### src/chgs_pkg.sv
// Purpose: shared constants for the charger setpoint and mask register bank
// Assumes: byte-wide registers reached over a two-wire serial target port
// Notes:   offsets are register addresses on the serial bus
package chgs_pkg;
  localparam logic [7:0] FLAG_TIMERS_ADDR = 8'h03;
  localparam logic [7:0] MASK_TIMERS_ADDR = 8'h0a;
  localparam logic [7:0] BAT_VREG_ADDR    = 8'h12;
  localparam logic [7:0] FAST_CHG_ADDR    = 8'h13;
  localparam logic [7:0] PRE_CHG_ADDR     = 8'h14;
  localparam logic [7:0] TERM_CTRL_ADDR   = 8'h15;

  localparam logic [7:0] MASK_TIMERS_RST  = 8'h00;
  localparam logic [7:0] BAT_VREG_RST     = 8'h3c;
  localparam logic [7:0] FAST_CHG_RST     = 8'h08;
  localparam logic [7:0] PRE_CHG_RST      = 8'h02;
  localparam logic [7:0] TERM_CTRL_RST    = 8'h14;
  localparam logic [7:0] FLAG_RST         = 8'h00;

  localparam int WDOG_BIT       = 6;
  localparam int SAFETY_BIT     = 5;
  localparam int REG_OCP_BIT    = 4;
  localparam int WAKE1_BIT      = 2;
  localparam int WAKE2_BIT      = 1;
  localparam int RST_WARN_BIT   = 0;
  localparam int STEP_SEL_BIT   = 7;
  localparam logic [7:0] EVENT_BITS = 8'h77;
  localparam logic [6:0] VREG_CODE_MAX = 7'h64;
  localparam int VREG_FIELD_W   = 7;
  localparam int PRE_FIELD_W    = 5;

  localparam int VREG_BASE_MV   = 3600;
  localparam int VREG_STEP_MV   = 10;
  localparam int STEP_FINE_UA   = 1250;
  localparam int STEP_COARSE_UA = 2500;
  localparam int VOLT_W         = 13;
  localparam int CURR_W         = 20;

  localparam logic [6:0] TARGET_ADDR_DEF = 7'h5a;

  typedef enum logic [2:0] {
    ST_IDLE   = 3'b000,
    ST_ADDR   = 3'b001,
    ST_ACKA   = 3'b010,
    ST_WRITE  = 3'b011,
    ST_ACKW   = 3'b100,
    ST_READ   = 3'b101,
    ST_ACKR   = 3'b110
  } chgs_state_t;
endpackage

### src/chgs_sync2.sv
// Purpose: two-flop synchroniser for a pin level
// Assumes: din is asynchronous to core_clk
// Notes:   the first stage feeds only the second
`timescale 1ns/10ps
module chgs_sync2 (
  input  wire logic core_clk,
  input  wire logic rst_b,
  input  wire logic clkEn,
  input  wire logic din,
  output logic      dout
);
  logic stage1;

  always_ff @(posedge core_clk or negedge rst_b) begin
    if (!rst_b) begin
      stage1 <= 1'b1;
      dout   <= 1'b1;
    end else if (clkEn) begin
      stage1 <= din;
      dout   <= stage1;
    end
  end
endmodule // chgs_sync2

### src/chgs_setpoint.sv
// Purpose: turns setpoint codes into physical targets for the analog loops
// Assumes: codes come from registers on the same clock
// Notes:   results are registered, one cycle behind the codes
`timescale 1ns/10ps
module chgs_setpoint
  import chgs_pkg::*;
(
  input  wire logic                core_clk,
  input  wire logic                rst_b,
  input  wire logic                clkEn,
  input  wire logic [6:0]          vregCode,
  input  wire logic [7:0]          fastCode,
  input  wire logic [4:0]          preCode,
  input  wire logic                stepSel,
  output logic      [VOLT_W-1:0]   batteryTargetMv,
  output logic      [CURR_W-1:0]   fastChargeUa,
  output logic      [CURR_W-1:0]   prechargeUa
);
  function automatic logic [CURR_W-1:0] toUa(input logic [7:0] code,
                                             input logic sel);
    int step;
    step = sel ? STEP_COARSE_UA : STEP_FINE_UA;
    return CURR_W'(int'(code) * step);
  endfunction

  wire logic [VOLT_W-1:0] next_mv = VOLT_W'(VREG_BASE_MV + int'(vregCode) * VREG_STEP_MV);
  wire logic [CURR_W-1:0] next_fast = toUa(fastCode, stepSel);
  wire logic [CURR_W-1:0] next_pre  = toUa({3'h0, preCode}, stepSel);

  always_ff @(posedge core_clk or negedge rst_b) begin
    if (!rst_b) begin
      batteryTargetMv <= '0;
      fastChargeUa    <= '0;
      prechargeUa     <= '0;
    end else if (clkEn) begin
      batteryTargetMv <= next_mv;
      fastChargeUa    <= next_fast;
      prechargeUa     <= next_pre;
    end
  end
endmodule // chgs_setpoint

### src/chgs_regs_top.sv
// Purpose: serial-bus register bank for charger setpoints, timer/fault masks
// Assumes: event inputs are one-cycle pulses on core_clk; scl/sda are pins
// Notes:   pointer auto-increments on each data byte, read or write
// Behaviour
// - mask bit 6 gates watchdog fault interrupt
// - mask bit 5 gates safety timer interrupt
// - mask bit 4 gates regulator overcurrent interrupt
// - mask bits 2,1 gate button wake timers
// - mask bit 0 gates button reset warning
// - mask register at 0xa resets to zero
// - battery target 3.6 V plus 10 mV steps
// - codes above 4.6 V saturate at 4.6 V
// - regulation register resets to 0x3c
// - fast current is code times chosen step
// - fast current register at 0x13 resets 0x08
// - pre-charge bit 7 picks current step
// - pre-charge current is code times step
// - pre-charge register resets to 0x02
// - termination register at 0x15 resets 0x14
// - event flags latch, clear on host read
`timescale 1ns/10ps
module chgs_regs_top
  import chgs_pkg::*;
#(
  parameter logic [6:0] TARGET_ADDR = TARGET_ADDR_DEF
) (
  input  wire logic                    core_clk,
  input  wire logic                    rst_b,
  input  wire logic                    clkEn,
  input  wire logic                    sclIn,
  input  wire logic                    sdaIn,
  output logic                         sdaOut,
  output logic                         sdaOe,
  input  wire logic                    watchdogEvent,
  input  wire logic                    safetyTimerEvent,
  input  wire logic                    regOvercurrentEvent,
  input  wire logic                    wakeFirstEvent,
  input  wire logic                    wakeSecondEvent,
  input  wire logic                    resetWarnEvent,
  output logic                         irqReq,
  output logic [7:0]                   interrupt_mask_timers_faults,
  output logic [7:0]                   termination_control,
  output logic                         current_step_select,
  output logic [chgs_pkg::VOLT_W-1:0]  batteryTargetMv,
  output logic [chgs_pkg::CURR_W-1:0]  fastChargeUa,
  output logic [chgs_pkg::CURR_W-1:0]  prechargeUa
);
  logic        sclS;
  logic        sdaS;
  logic        sclPrev;
  logic        sdaPrev;
  chgs_state_t state;
  logic [3:0]  bitCnt;
  logic [7:0]  shiftIn;
  logic [7:0]  txByte;
  logic [7:0]  regPtr;
  logic        readDir;
  logic        firstByte;
  logic        hostNack;
  logic        wrStb;
  logic        rdStb;
  logic [7:0]  rdAddr;
  logic [7:0]  battery_regulation_voltage;
  logic [7:0]  fast_charge_current;
  logic [7:0]  precharge_current_and_step;
  logic [7:0]  eventFlags;

  chgs_sync2 u_scl_sync (
    .core_clk (core_clk),
    .rst_b    (rst_b),
    .clkEn    (clkEn),
    .din      (sclIn),
    .dout     (sclS)
  );

  chgs_sync2 u_sda_sync (
    .core_clk (core_clk),
    .rst_b    (rst_b),
    .clkEn    (clkEn),
    .din      (sdaIn),
    .dout     (sdaS)
  );

  // bus conditions, seen on the synchronised lines
  wire logic sclRise = sclS & ~sclPrev;
  wire logic sclFall = ~sclS & sclPrev;
  wire logic startCond = sclS & sclPrev & sdaPrev & ~sdaS;
  wire logic stopCond = sclS & sclPrev & ~sdaPrev & sdaS;
  wire logic byteDone = (bitCnt == 4'h8);
  wire logic addrHit = (shiftIn[7:1] == TARGET_ADDR);

  function automatic logic [7:0] readMux(input logic [7:0] a,
                                         input logic [7:0] m,
                                         input logic [7:0] v,
                                         input logic [7:0] f,
                                         input logic [7:0] p,
                                         input logic [7:0] t,
                                         input logic [7:0] fl);
    case (a)
      FLAG_TIMERS_ADDR: return fl;
      MASK_TIMERS_ADDR: return m;
      BAT_VREG_ADDR:    return v;
      FAST_CHG_ADDR:    return f;
      PRE_CHG_ADDR:     return p;
      TERM_CTRL_ADDR:   return t;
      default:          return 8'h00;
    endcase
  endfunction

  wire logic [7:0] rdData = readMux(regPtr, interrupt_mask_timers_faults,
                                    battery_regulation_voltage, fast_charge_current,
                                    precharge_current_and_step, termination_control,
                                    eventFlags);

  // serial target engine: address, write pointer/data, read with host ack
  always_ff @(posedge core_clk or negedge rst_b) begin
    if (!rst_b) begin
      sclPrev   <= 1'b1;
      sdaPrev   <= 1'b1;
      state     <= ST_IDLE;
      bitCnt    <= 4'h0;
      shiftIn   <= 8'h00;
      txByte    <= 8'h00;
      regPtr    <= 8'h00;
      readDir   <= 1'b0;
      firstByte <= 1'b0;
      hostNack  <= 1'b0;
      sdaOe     <= 1'b0;
      wrStb     <= 1'b0;
      rdStb     <= 1'b0;
      rdAddr    <= 8'h00;
    end else if (clkEn) begin
      sclPrev <= sclS;
      sdaPrev <= sdaS;
      wrStb   <= 1'b0;
      rdStb   <= 1'b0;
      if (startCond) begin
        state  <= ST_ADDR;
        bitCnt <= 4'h0;
        sdaOe  <= 1'b0;
      end else if (stopCond) begin
        state <= ST_IDLE;
        sdaOe <= 1'b0;
      end else begin
        case (state)
          ST_IDLE: begin
            sdaOe <= 1'b0;
          end
          ST_ADDR, ST_WRITE: begin
            if (sclRise && !byteDone) begin
              shiftIn <= {shiftIn[6:0], sdaS};
              bitCnt  <= bitCnt + 4'h1;
            end else if (sclFall && byteDone) begin
              if (state == ST_ADDR) begin
                if (addrHit) begin
                  readDir <= shiftIn[0];
                  state   <= ST_ACKA;
                  sdaOe   <= 1'b1;
                end else begin
                  state <= ST_IDLE;
                end
              end else begin
                if (firstByte) begin
                  regPtr <= shiftIn;
                end else begin
                  wrStb  <= 1'b1;
                  regPtr <= regPtr + 8'h01;
                end
                rdAddr <= regPtr;
                state  <= ST_ACKW;
                sdaOe  <= 1'b1;
              end
            end
          end
          ST_ACKA, ST_ACKW: begin
            if (sclFall) begin
              bitCnt    <= 4'h0;
              firstByte <= (state == ST_ACKA);
              if (state == ST_ACKA && readDir) begin
                state  <= ST_READ;
                txByte <= rdData;
                rdAddr <= regPtr;
                rdStb  <= 1'b1;
                regPtr <= regPtr + 8'h01;
                sdaOe  <= ~rdData[7];
                bitCnt <= 4'h1;
              end else begin
                state <= ST_WRITE;
                sdaOe <= 1'b0;
              end
            end
          end
          ST_READ: begin
            if (sclFall) begin
              if (byteDone) begin
                sdaOe <= 1'b0;
                state <= ST_ACKR;
              end else begin
                sdaOe  <= ~txByte[3'(4'h7 - bitCnt)];
                bitCnt <= bitCnt + 4'h1;
              end
            end
          end
          ST_ACKR: begin
            if (sclRise) begin
              hostNack <= sdaS;
            end else if (sclFall) begin
              if (hostNack) begin
                state <= ST_IDLE;
              end else begin
                state  <= ST_READ;
                txByte <= rdData;
                rdAddr <= regPtr;
                rdStb  <= 1'b1;
                regPtr <= regPtr + 8'h01;
                sdaOe  <= ~rdData[7];
                bitCnt <= 4'h1;
              end
            end
          end
          default: begin
            state <= ST_IDLE;
            sdaOe <= 1'b0;
          end
        endcase
      end
    end
  end

  // open-drain: only ever pulls low
  always_ff @(posedge core_clk or negedge rst_b) begin
    if (!rst_b) begin
      sdaOut <= 1'b0;
    end else if (clkEn) begin
      sdaOut <= 1'b0;
    end
  end

  // register writes; whole bytes stored, reserved bits included, battery code clamped at 0x64
  wire logic wrMask = wrStb && (rdAddr == MASK_TIMERS_ADDR);
  wire logic wrVreg = wrStb && (rdAddr == BAT_VREG_ADDR);
  wire logic wrFast = wrStb && (rdAddr == FAST_CHG_ADDR);
  wire logic wrPre  = wrStb && (rdAddr == PRE_CHG_ADDR);
  wire logic wrTerm = wrStb && (rdAddr == TERM_CTRL_ADDR);
  wire logic vregOver = shiftIn[6:0] > VREG_CODE_MAX;
  wire logic [7:0] next_vreg = {shiftIn[7], vregOver ? VREG_CODE_MAX : shiftIn[6:0]};

  always_ff @(posedge core_clk or negedge rst_b) begin
    if (!rst_b) begin
      interrupt_mask_timers_faults <= MASK_TIMERS_RST;
      battery_regulation_voltage   <= BAT_VREG_RST;
      fast_charge_current          <= FAST_CHG_RST;
      precharge_current_and_step   <= PRE_CHG_RST;
      termination_control          <= TERM_CTRL_RST;
    end else if (clkEn) begin
      if (wrMask) interrupt_mask_timers_faults <= shiftIn;
      if (wrVreg) battery_regulation_voltage <= next_vreg;
      if (wrFast) fast_charge_current <= shiftIn;
      if (wrPre) precharge_current_and_step <= shiftIn;
      if (wrTerm) termination_control <= shiftIn;
    end
  end

  // event flags: set wins over the read clear
  wire logic [7:0] eventIn = {1'b0,
                              watchdogEvent,
                              safetyTimerEvent,
                              regOvercurrentEvent,
                              1'b0,
                              wakeFirstEvent,
                              wakeSecondEvent,
                              resetWarnEvent};
  wire logic flagRead = rdStb && (rdAddr == FLAG_TIMERS_ADDR);
  wire logic [7:0] next_flags = (eventIn | (flagRead ? 8'h00 : eventFlags)) & EVENT_BITS;

  // masked flags still latch; only unmasked ones raise the request
  wire logic [7:0] liveFlags = eventFlags & ~interrupt_mask_timers_faults & EVENT_BITS;
  wire logic wdogIrq   = liveFlags[WDOG_BIT];
  wire logic safetyIrq = liveFlags[SAFETY_BIT];
  wire logic ocpIrq    = liveFlags[REG_OCP_BIT];
  wire logic wakeIrq   = liveFlags[WAKE1_BIT] | liveFlags[WAKE2_BIT];
  wire logic warnIrq   = liveFlags[RST_WARN_BIT];

  always_ff @(posedge core_clk or negedge rst_b) begin
    if (!rst_b) begin
      eventFlags <= FLAG_RST;
      irqReq     <= 1'b0;
    end else if (clkEn) begin
      eventFlags <= next_flags;
      irqReq     <= wdogIrq | safetyIrq | ocpIrq | wakeIrq | warnIrq;
    end
  end

  always_ff @(posedge core_clk or negedge rst_b) begin
    if (!rst_b) begin
      current_step_select <= PRE_CHG_RST[STEP_SEL_BIT];
    end else if (clkEn) begin
      current_step_select <= precharge_current_and_step[STEP_SEL_BIT];
    end
  end

  chgs_setpoint u_setpoint (
    .core_clk        (core_clk),
    .rst_b           (rst_b),
    .clkEn           (clkEn),
    .vregCode        (battery_regulation_voltage[VREG_FIELD_W-1:0]),
    .fastCode        (fast_charge_current),
    .preCode         (precharge_current_and_step[PRE_FIELD_W-1:0]),
    .stepSel         (precharge_current_and_step[STEP_SEL_BIT]),
    .batteryTargetMv (batteryTargetMv),
    .fastChargeUa    (fastChargeUa),
    .prechargeUa     (prechargeUa)
  );
endmodule // chgs_regs_top

### config.mk
export PLATFORM = sky130hd
export DESIGN_NAME = chgs_regs_top
export DESIGN_NICKNAME = d
export VERILOG_FILES = /design/src/chgs_pkg.sv /design/src/chgs_sync2.sv /design/src/chgs_setpoint.sv /design/src/chgs_regs_top.sv
export SDC_FILE = /design/constraint.sdc
export NUM_CORES = 1
export LEC_CHECK = 0
export BUFFER_PORTS_ARGS = -buffer_cell sky130_fd_sc_hd__buf_2
export CAP_MARGIN = 10
export CORE_MARGIN = 3
export CORE_UTILIZATION = 55
export CTS_CLUSTER_DIAMETER = 40
export DETAILED_ROUTE_END_ITERATION = 10
export PLACE_DENSITY = 0.77
export SLEW_MARGIN = 20
export SYNTH_ARGS = -nofsm -noshare
export SYNTH_HDL_FRONTEND = slang
export SYNTH_SLANG_ARGS = --single-unit
### constraint.sdc
create_clock -name core_clk -period 4 [get_ports core_clk]
set_input_delay 0.6 -clock core_clk [delete_from_list [all_inputs] [get_ports core_clk]]
set_output_delay 0.6 -clock core_clk [all_outputs]
set_load 0.01 [all_outputs]
# Word level (Yosys, flattened, before mapping)
# Index checks and enable logic that the tools add are counted.
# W data, S select, Z words.
# classes
n_addsub,4
reduce_logical,30
n_mul,3
n_eq_ne,46
n_bitwise,24
n_lt_le_gt_ge,2
mux,85
# ops
operator,count
$mux W8,22
$eq A8 B5 Y1 const B,8
$pmux W8 S3,2
$pmux W8 S6,1
$mux W3,12
$mux W4,9
$mul A6 B32 Y20,1
$mul A9 B32 Y20,1
$ne A4 B4 Y1 const B,8
$mux W1,29
$reduce_and A9 Y1,3
$ne A3 B3 Y1 const B,8
$ne A2 B2 Y1 const B,9
$eq A8 B2 Y1 const B,2
$eq A8 B4 Y1 const B,2
$pmux W4 S4,1
$pmux W8 S2,1
$pmux W3 S5,1
$reduce_and A5 Y1,3
$mux W7,2
$add A13 B13 Y13 const A,1
$mux W12,1
$reduce_and A12 Y1,1
$mul A7 B3 Y10 const B,1
other kinds (31),65
# word_totals
in_bits,11
word_cells,223
ff_bits,152

# Longest topological paths before layout
# Gate-level depths: netlist (run 1).
# depth
ltp_word,9
depth_mapped,18
mapped_depth_nobuf,17

# Cells and area by module
# Synthesis (run 1) repeated with hierarchy kept, for this count alone.
# hier_totals
hier_cells,1045
hier_area_um2,10453.8
# modules_own_cells
module,cells_each,seq_area_each_um2,area_per_inst_um2,n_inst
chgs_setpoint,559,1176.1,5212.5,1
chgs_regs_top,478,2389.8,5091.1,1
chgs_sync2,4,52.6,75.1,2

# Least setup slack after synthesis (run 1)
# Ideal clock, no wire load.
# synth_path
path_kind,reg-to-reg
startpoint,reg precharge_current_and_step[7]
endpoint,reg u_setpoint.fastChargeUa[19]
n_path_buf,2
setup_slack_ps,-250
stages_incl_launch_ff,17
synth_period_minus_slack_ps,4250
arrival_ps,4126
path_cell_list,dfrtp_1 > clkbuf_1 > clkbuf_1 > and2_1 > ha_1 > inv_1 > fa_1 > inv_1 > ha_1 > fa_1 > ha_1 > nor2b_1 > o31a_1 > o211ai_1 > a31oi_1 > xnor2_1 > mux2_2
# synth_between
elab_chain_cells,2
# synth_lines
item,line_no,source
"start, declared",chgs_regs_top.sv:65,logic [7:0] precharge_current_and_step;
"start signal, assigned",chgs_regs_top.sv:259,if (wrPre) precharge_current_and_step <= shiftIn;
$mux W12,chgs_setpoint.sv:22,step = sel ? STEP_COARSE_UA : STEP_FINE_UA;
$mul A9 B32 Y20,chgs_setpoint.sv:23,return CURR_W'(int'(code) * step);
"end signal, assigned",chgs_setpoint.sv:37,fastChargeUa <= next_fast;
"end, declared",chgs_setpoint.sv:16,"output logic [CURR_W-1:0] fastChargeUa,"
# Every way passes these cells.
# A chain may end at the register's enable or synchronous reset.

# Final worst setup path (run 1)
# layout_path
startpoint,reg precharge_current_and_step[7]
endpoint,reg u_setpoint.fastChargeUa[11]
# The elaborated chain is that of the path after synthesis.

==> results_dict.tcl, run 1 <==
set metrics [dict create \
    synth_ff_type "dfrtp_1" \
    largest_reg_flops 19 \
    cts_tree "yes" \
    crit_path_frequent_cell "fa_1" \
    syn_avg_cell_area_sq_um 10.11 \
    cp.buffers_inverters 5 \
    slew_headroom_pct 43.51 \
    syn_to_final_growth_pct 18.37 \
    irDropWorstVdd_v 0.0003196 \
    synth_top_family_by_area "adder cells" \
    critPathRequiredTime_ns 4.32 \
    timing.hold.ws_ns 0.2059 \
    nets 1281 \
    grt_pass1_wl_um 40070 \
    multi_input_area_sq_um 6201 \
    synthMuxAreaShare_pct 9.460 \
    drive_gt1_share_pct 29.19 \
    pwr_density_cell_nw_per_um2 317.6 \
    fp.dieArea_sq_um 20240 \
    place_hpwl_um 17000 \
    start_util_pct 56.46 \
    internal-power_uw 2733 \
    p_comb_share_pct 13.2 \
    tightest_slew_ns 0.8474 \
    htreeDepth 4 \
    worstPathCellList "buf_6 > and2_4 > fa_1 > ha_1 > inv_2 > fa_1 > fa_1 > inv_2 > ha_4 > o21a_1 > o31a_1 > buf_4 > buf_6 > o21a_1 > nor2_1 > xnor2_1 > mux2_2" \
    setup_slack_ns -0.1049 \
    clock-sinks 147 \
    antenna_cells 0 \
    seq_area_sq_um 3699 \
    grt_max_degree 91 \
    rows 49 \
    drt_iter0_markers 628 \
    drv_slew 0 \
    hold_path.class "in -> async" \
    drcViolationCount 0 \
    worstSkewPairLatency_ns 0.43 \
    totalWireLength_um 24910 \
    maxCapViolCount 0 \
    gp_congestion 0.9101 \
    synth_compound_area_share_pct 14.23 \
    syn_area_sq_um 10210 \
    cp-start-kind "register" \
    skew_ns 0.009139 \
    async_reset_ff_share_pct 100.0 \
    ant_nets 0 \
    p_sw_uw 1106 \
    track_usage_pct 24.78 \
    top_register "u_setpoint.fastChargeUa" \
    rsz0062_at_grt "true" \
    root_buffer "clkbuf_16" \
    ys_seq_elements 147 \
    crit_arrival_ns 4.42 \
    vias 8097 \
    postCtsHoldBufs 0 \
    finalPower_uw 3839 \
    dp_cells 1331 \
    core_sq_um 18090 \
    path_max_fanout 6 \
    clk_pin_slew_ns 0.06 \
    top_regs "u_setpoint.fastChargeUa x19, u_setpoint.prechargeUa x17, u_setpoint.batteryTargetMv x12" \
    hold_viol_final 0 \
    synth_adder_area_share_pct 19.41 \
    die_y_um 142.3 \
    fmax_mhz 243.6 \
    synth_edf_count 0 \
    synth_xor_area_share_pct 2.230 \
    post-route-min-period_ns 4.105 \
    ys_seq_area_share_pct 36.20 \
    status "finished with violations" \
    criticalPathCategory "reg -> reg" \
    die_x_um 142.3 \
    routedWlPerCell_um 18.05 \
    overflow 0 \
    seqPwrFrac_pct 44.5 \
    p_clk_share_pct 42.3 \
    port_buffers 77 \
    cpMaxStageDelayCell "fa_1" \
    fill_cells 1366 \
    finalCritPeriodShare_pct 102.6 \
    fin_cells 1380 \
    firstDrtPassIters 8 \
    setup_violations 7 \
    antenna_found_initial 0 \
    r2r_setup_slack_ns -0.10 \
    violations "setup timing" \
    cp_top_family "adder cells" \
    netSwitchingFraction_pct 28.81 \
    max_stage_delay_ns 0.56 \
    clk_path_buf_depth 2 \
    ys_warn_count 0 \
    ys_types 77 \
    synthCells 1010 \
    drt-vias-per-instance 5.867 \
    io_pins 84 \
    leakagePower_uw 0.005915 \
    endpoint_kind "register" \
    grt_pass1_vias 8008 \
    synthSimpleGateAreaFrac_pct 11.58 \
    numCtsBuffers 17 \
]
cells in the final DEF, fill, tap and decap left out, types with 7 or more instances in the layout:
cell type | netlist | routed
dfrtp_1 | 133 | 131
inv_1 | 120 | 110
mux2_2 | 80 | 79
buf_2 | 11 | 77
ha_1 | 88 | 75
nand2_1 | 72 | 71
buf_4 | 7 | 53
nor2_1 | 52 | 50
a21oi_1 | 46 | 45
o21ai_0 | 48 | 43
fa_1 | 44 | 41
conb_1 | 2 | 25
xnor2_1 | 19 | 19
nand3_1 | 17 | 17
clkbuf_16 | 0 | 17
a21o_1 | 14 | 14
a31oi_1 | 16 | 14
dfstp_2 | 14 | 14
nor3_1 | 12 | 12
a222oi_1 | 12 | 12
ha_4 | 0 | 11
inv_2 | 0 | 10
nor2b_1 | 16 | 9
and2_1 | 15 | 9
o22ai_1 | 9 | 9
nand2b_1 | 8 | 8
a22o_1 | 8 | 8
nand4_1 | 8 | 8
a211oi_1 | 8 | 7
xor2_1 | 7 | 7
worst reg2reg max path, stage by stage (launching register included):
cell,delay [ns]
dfrtp_2,0.42
buf_6,0.15
and2_4,0.17
fa_1,0.43
ha_1,0.32
inv_2,0.04
fa_1,0.48
fa_1,0.56
inv_2,0.04
ha_4,0.22
o21a_1,0.17
o31a_1,0.13
buf_4,0.14
buf_6,0.11
o21a_1,0.16
nor2_1,0.13
xnor2_1,0.08
mux2_2,0.26
worst paths after layout:
check | startpoint | end | cells after the start
worst max-delay path | precharge_current_and_step[7]$_DFFE_PN0P_ | u_setpoint.fastChargeUa[11]$_DFFE_PN0P_ | 17
worst min-delay path | rst_b | u_setpoint.fastChargeUa[9]$_DFFE_PN0P_ | 1
worst max register to register | precharge_current_and_step[7]$_DFFE_PN0P_ | u_setpoint.fastChargeUa[11]$_DFFE_PN0P_ | 17
worst min register to register | u_setpoint.fastChargeUa[9]$_DFFE_PN0P_ | u_setpoint.fastChargeUa[9]$_DFFE_PN0P_ | 1
max in group asynchronous | rst_b | termination_control[2]$_DFFE_PN1P_ | 2
min in group core_clk | watchdogEvent | eventFlags[6]$_DFFE_PN0P_ | 2
power by group through the flow:
| stage | clock network, uW | logic, uW | registers, uW |
|---|---|---|---|
| after floorplan | 0 | 364 | 1670 |
| after CTS | 1640 | 496 | 1710 |
| final | 1620 | 507 | 1710 |
| after global placement | 0 | 474 | 1730 |
| after detailed placement | 0 | 483 | 1730 |
| after global routing | 1710 | 561 | 1720 |
area by class of cell:
type                    count  area share [%]
clock inverters            15           1.408
inverters                 121           3.758
flip-flops and latches    147           30.60
well taps                 229           2.371
clock buffers              17           3.520
repair buffers            136           7.039
multi-input cells         715           51.30
cells in the mapped netlist (all sizes together), types with 5 or more instances:
cell type  count  area [sq um]
nand2b         8         50.05
and2          16         100.1
inv          120         450.4
or2            6         37.54
a222oi        12         120.1
nor3          13         76.33
nand4          8         50.05
nand3         17         85.08
fa            44         880.8
o31ai          5         37.54
o22ai          9         56.30
buf           24         145.1
dfstp         14         367.9
o21ai         49         249.0
xor2           7         61.31
nor3b          6         55.05
ha            88          1101
nand2         72         270.3
clkbuf        26         97.59
a21o          14         105.1
a211oi         8         60.06
a22o           8         70.07
a21oi         46         230.2
o21a           6         45.04
a31oi         16         100.1
xnor2         19         166.4
nor2b         16         100.1
mux2          80         900.9
nor2          52         195.2
dfrtp        133          3328
logic make-up after synthesis:
family	after synthesis
buffers and inverters	171
muxes	84
other	2
AOI/OAI and AO/OA	215
adders and majority gates	132
DFF	147
xor gates and xnor gates	26
and+or+nand+nor	233
metrics by stage:
step	util [%]	instance area [sq um]	setup WS (ns)	setup TNS, ns
detailed placement	61.22	11070	-0.2286	-0.9586
global route	66.83	12090	-0.2332	-1.497
CTS	65.80	11900	-0.06184	-0.1553
floorplan	-	10350	-0.01902	-0.01902
global placement	61.22	11070	-0.08988	-0.2342
finish	66.83	12090	-0.1049	-0.4469
routing by layer:
metal | vias to the layer above | global-route usage [%] | routed length, um
li1 | 3764 | - | -
met1 | 4028 | 32.77 | 10660
met2 | 263 | 42.36 | 12520
met3 | 42 | 3.562 | 1210
met4 | 0 | 7.778 | 520
met5 | - | 0 | 0
what timing repair did:
item                       in CTS  in global routing
setup endpoints to repair       9                 13
cloned                          0                  1
resized for setup              41                 36
buffers inserted               10                  6
pin swaps                      24                 25
No activity file was read; power rests on OpenSTA's default activity.
==> run 2, diff against run 1 <==
--- a/config.mk
+++ b/config.mk
@@ -7,11 +7,11 @@
 export LEC_CHECK = 0
 export BUFFER_PORTS_ARGS = -buffer_cell sky130_fd_sc_hd__buf_2
 export CAP_MARGIN = 10
-export CORE_MARGIN = 3
-export CORE_UTILIZATION = 55
+export CORE_MARGIN = 5
+export CORE_UTILIZATION = 66
 export CTS_CLUSTER_DIAMETER = 40
 export DETAILED_ROUTE_END_ITERATION = 10
-export PLACE_DENSITY = 0.77
+export PLACE_DENSITY = 0.87
 export SLEW_MARGIN = 20
 export SYNTH_ARGS = -nofsm -noshare
 export SYNTH_HDL_FRONTEND = slang
==> constraint.sdc (replaced) <==
create_clock -name core_clk -period 5.1 [get_ports core_clk]
set_input_delay 0.765 -clock core_clk [delete_from_list [all_inputs] [get_ports core_clk]]
set_output_delay 0.765 -clock core_clk [all_outputs]
set_load 0.01 [all_outputs]
==> run 2 against run 1 <==
Compared with the run above: the run now ends clean; register-to-register slack better by 0.67 ns; clock skew hardly changed; clock-buffer cell count increased by 5; worst hold slack gained 0.23 ns; utilization rose by 7.7 points; clock power decreased by 19%; cell count down 6.9%; via count shrank 2.1%; total power down 21%; first-iteration DRC count grew 0.16%; critical endpoint is now u_setpoint.fastChargeUa[19]$_DFFE_PN0P_; largest cell class unchanged.
==> results_dict.tcl, run 2 (same netlist as run 1, synthesis figures left out) <==
set metrics [dict create \
    place_hpwl_um 16650 \
    top_register "u_setpoint.fastChargeUa" \
    top_regs "u_setpoint.fastChargeUa x19, u_setpoint.prechargeUa x17, u_setpoint.batteryTargetMv x12" \
    nets 1227 \
    drcViolationCount 0 \
    maxCapViolCount 0 \
    tightest_slew_ns 0.9011 \
    clk_pin_slew_ns 0.06 \
    ant_nets 0 \
    antenna_found_initial 0 \
    cts-resized-gates 0 \
    root_buffer "clkbuf_16" \
    clock-sinks 147 \
    start_util_pct 67.17 \
    pre_cts_slack_ns 0.6571 \
    drive_gt1_share_pct 20.33 \
    timing.rr.start "precharge_current_and_step[7]$_DFFE_PN0P_" \
    gp_congestion 0.9030 \
    clk_path_buf_depth 2 \
    post-route-min-period_ns 4.539 \
    numCtsBuffers 17 \
    setup_slack_ns 0.5607 \
    pwr_density_cell_nw_per_um2 267.7 \
    routedWlPerCell_um 18.49 \
    endpoint_kind "register" \
    finalCritPeriodShare_pct 89.01 \
    firstDrtPassIters 6 \
    grt_pass1_wl_um 39770 \
    track_usage_pct 27.53 \
    rows 45 \
    crit_arrival_ns 4.85 \
    drt-vias-per-instance 6.170 \
    leakagePower_uw 0.005659 \
    io_pins 84 \
    postCtsHoldBufs 0 \
    cts_tree "yes" \
    totalWireLength_um 23760 \
    grt_max_degree 101 \
    layout_common_cells "dfrtp_1 (133), inv_1 (120), ha_1 (88), mux2_2 (80), buf_2 (76)" \
    port_buffers 77 \
    syn_to_final_growth_pct 10.98 \
    mostFrequentLayoutCell "dfrtp_1" \
    path_max_fanout 19 \
    r2r_setup_slack_ns 0.56 \
    rsz0062_at_grt "false" \
    postCtsSetupBuffers 0 \
    fmax_mhz 220.3 \
    hold_viol_final 0 \
    cp-start-kind "register" \
    slew_headroom_pct 39.93 \
    overflow 0 \
    vias 7929 \
    timing.rr.end "u_setpoint.fastChargeUa[19]$_DFFE_PN0P_" \
    die_y_um 134.4 \
    drv_slew 0 \
    setup_violations 0 \
    irDropWorstVdd_v 0.0003425 \
    fp.dieArea_sq_um 18060 \
    grt_pass1_vias 8076 \
    antenna_cells 0 \
    hold_path.class "in -> async" \
    htreeDepth 4 \
    die_x_um 134.4 \
    core_sq_um 15200 \
    critPathRequiredTime_ns 5.41 \
    drt_iter0_markers 629 \
    r2r_cells 14 \
    setup_tns_ns 0 \
    status "finished, final reports clean" \
    largest_reg_flops 19 \
    criticalPathCategory "reg -> reg" \
    worstSkewPairLatency_ns 0.44 \
    skew_ns 0.009193 \
]
[run 2: changes by cell type in the layout (fill, tap and decap cells not counted), sizes merged]
cell      change
clkbuf        +5
clkinvlp      -2
bufinv        +2
clkinv        +1
inv           -6
buf          -54
[run 2: cell type report]
type | count | area, sq um
fillers | 994 | 3870
repair buffers | 82 | 429.2
multi-input cells | 715 | 5904
clock inverters | 10 | 158.9
clock buffers | 22 | 454.2
inverters | 121 | 454.2
flip-flops and latches | 147 | 3696
well taps | 188 | 235.2
[run 2: metal layers]
layer / track usage (%) / part of all wire (%) / up-vias
met4: 10.92 / 2.8 / 0
li1: - / - / 3660
met3: 5.964 / 6.5 / 71
met1: 35.37 / 41 / 3869
met2: 45.73 / 50 / 329
met5: 0 / 0 / -
[run 2: how the worst max path moves through the flow]
stage               cells after the start                                       from                                       to  slack (ns)
finish                                 14  precharge_current_and_step[7]$_DFFE_PN0P_  u_setpoint.fastChargeUa[19]$_DFFE_PN0P_        0.56
global placement                       14  precharge_current_and_step[7]$_DFFE_PN0P_  u_setpoint.fastChargeUa[19]$_DFFE_PN0P_        0.77
global route                           13  precharge_current_and_step[7]$_DFFE_PN0P_  u_setpoint.fastChargeUa[18]$_DFFE_PN0P_        0.29
detailed placement                     14  precharge_current_and_step[7]$_DFFE_PN0P_  u_setpoint.fastChargeUa[19]$_DFFE_PN0P_        0.66
CTS                                    14  precharge_current_and_step[7]$_DFFE_PN0P_  u_setpoint.fastChargeUa[19]$_DFFE_PN0P_        0.58
floorplan                              16  precharge_current_and_step[7]$_DFFE_PN0P_  u_setpoint.fastChargeUa[19]$_DFFE_PN0P_        0.85
[run 2: through the flow]
step / instance area, sq um / hold WS [ns] / power (uW) / cells / util, %
global route: 11330 / 0.4932 / 3145 / 1285 / 74.54
detailed placement: 10720 / 0.4654 / 1728 / 1253 / 70.51
finish: 11330 / 0.4354 / 3034 / 1285 / 74.54
global placement: 10720 / 0.4577 / 1708 / 1253 / 70.51
CTS: 11330 / 0.4763 / 3040 / 1285 / 74.54
floorplan: 10300 / 0.4469 / 1593 / 1033 / -
[run 2: where the power goes]
group | total, uW | internal, uW | switching, uW
logic | 358 | 159 | 199
clock network | 1320 | 829 | 489
registers | 1360 | 1240 | 122
total | 3030 | 2220 | 811
[run 2: critical path: stages, from the launching register on]
cell	delay [ns]
dfrtp_1	0.67
nor2b_1	0.14
fa_1	0.51
inv_1	0.05
fa_1	0.50
inv_1	0.06
ha_1	0.32
fa_1	0.49
ha_1	0.37
nor2b_1	0.17
o31a_1	0.30
o211ai_1	0.29
a31oi_1	0.15
xnor2_1	0.14
mux2_2	0.25
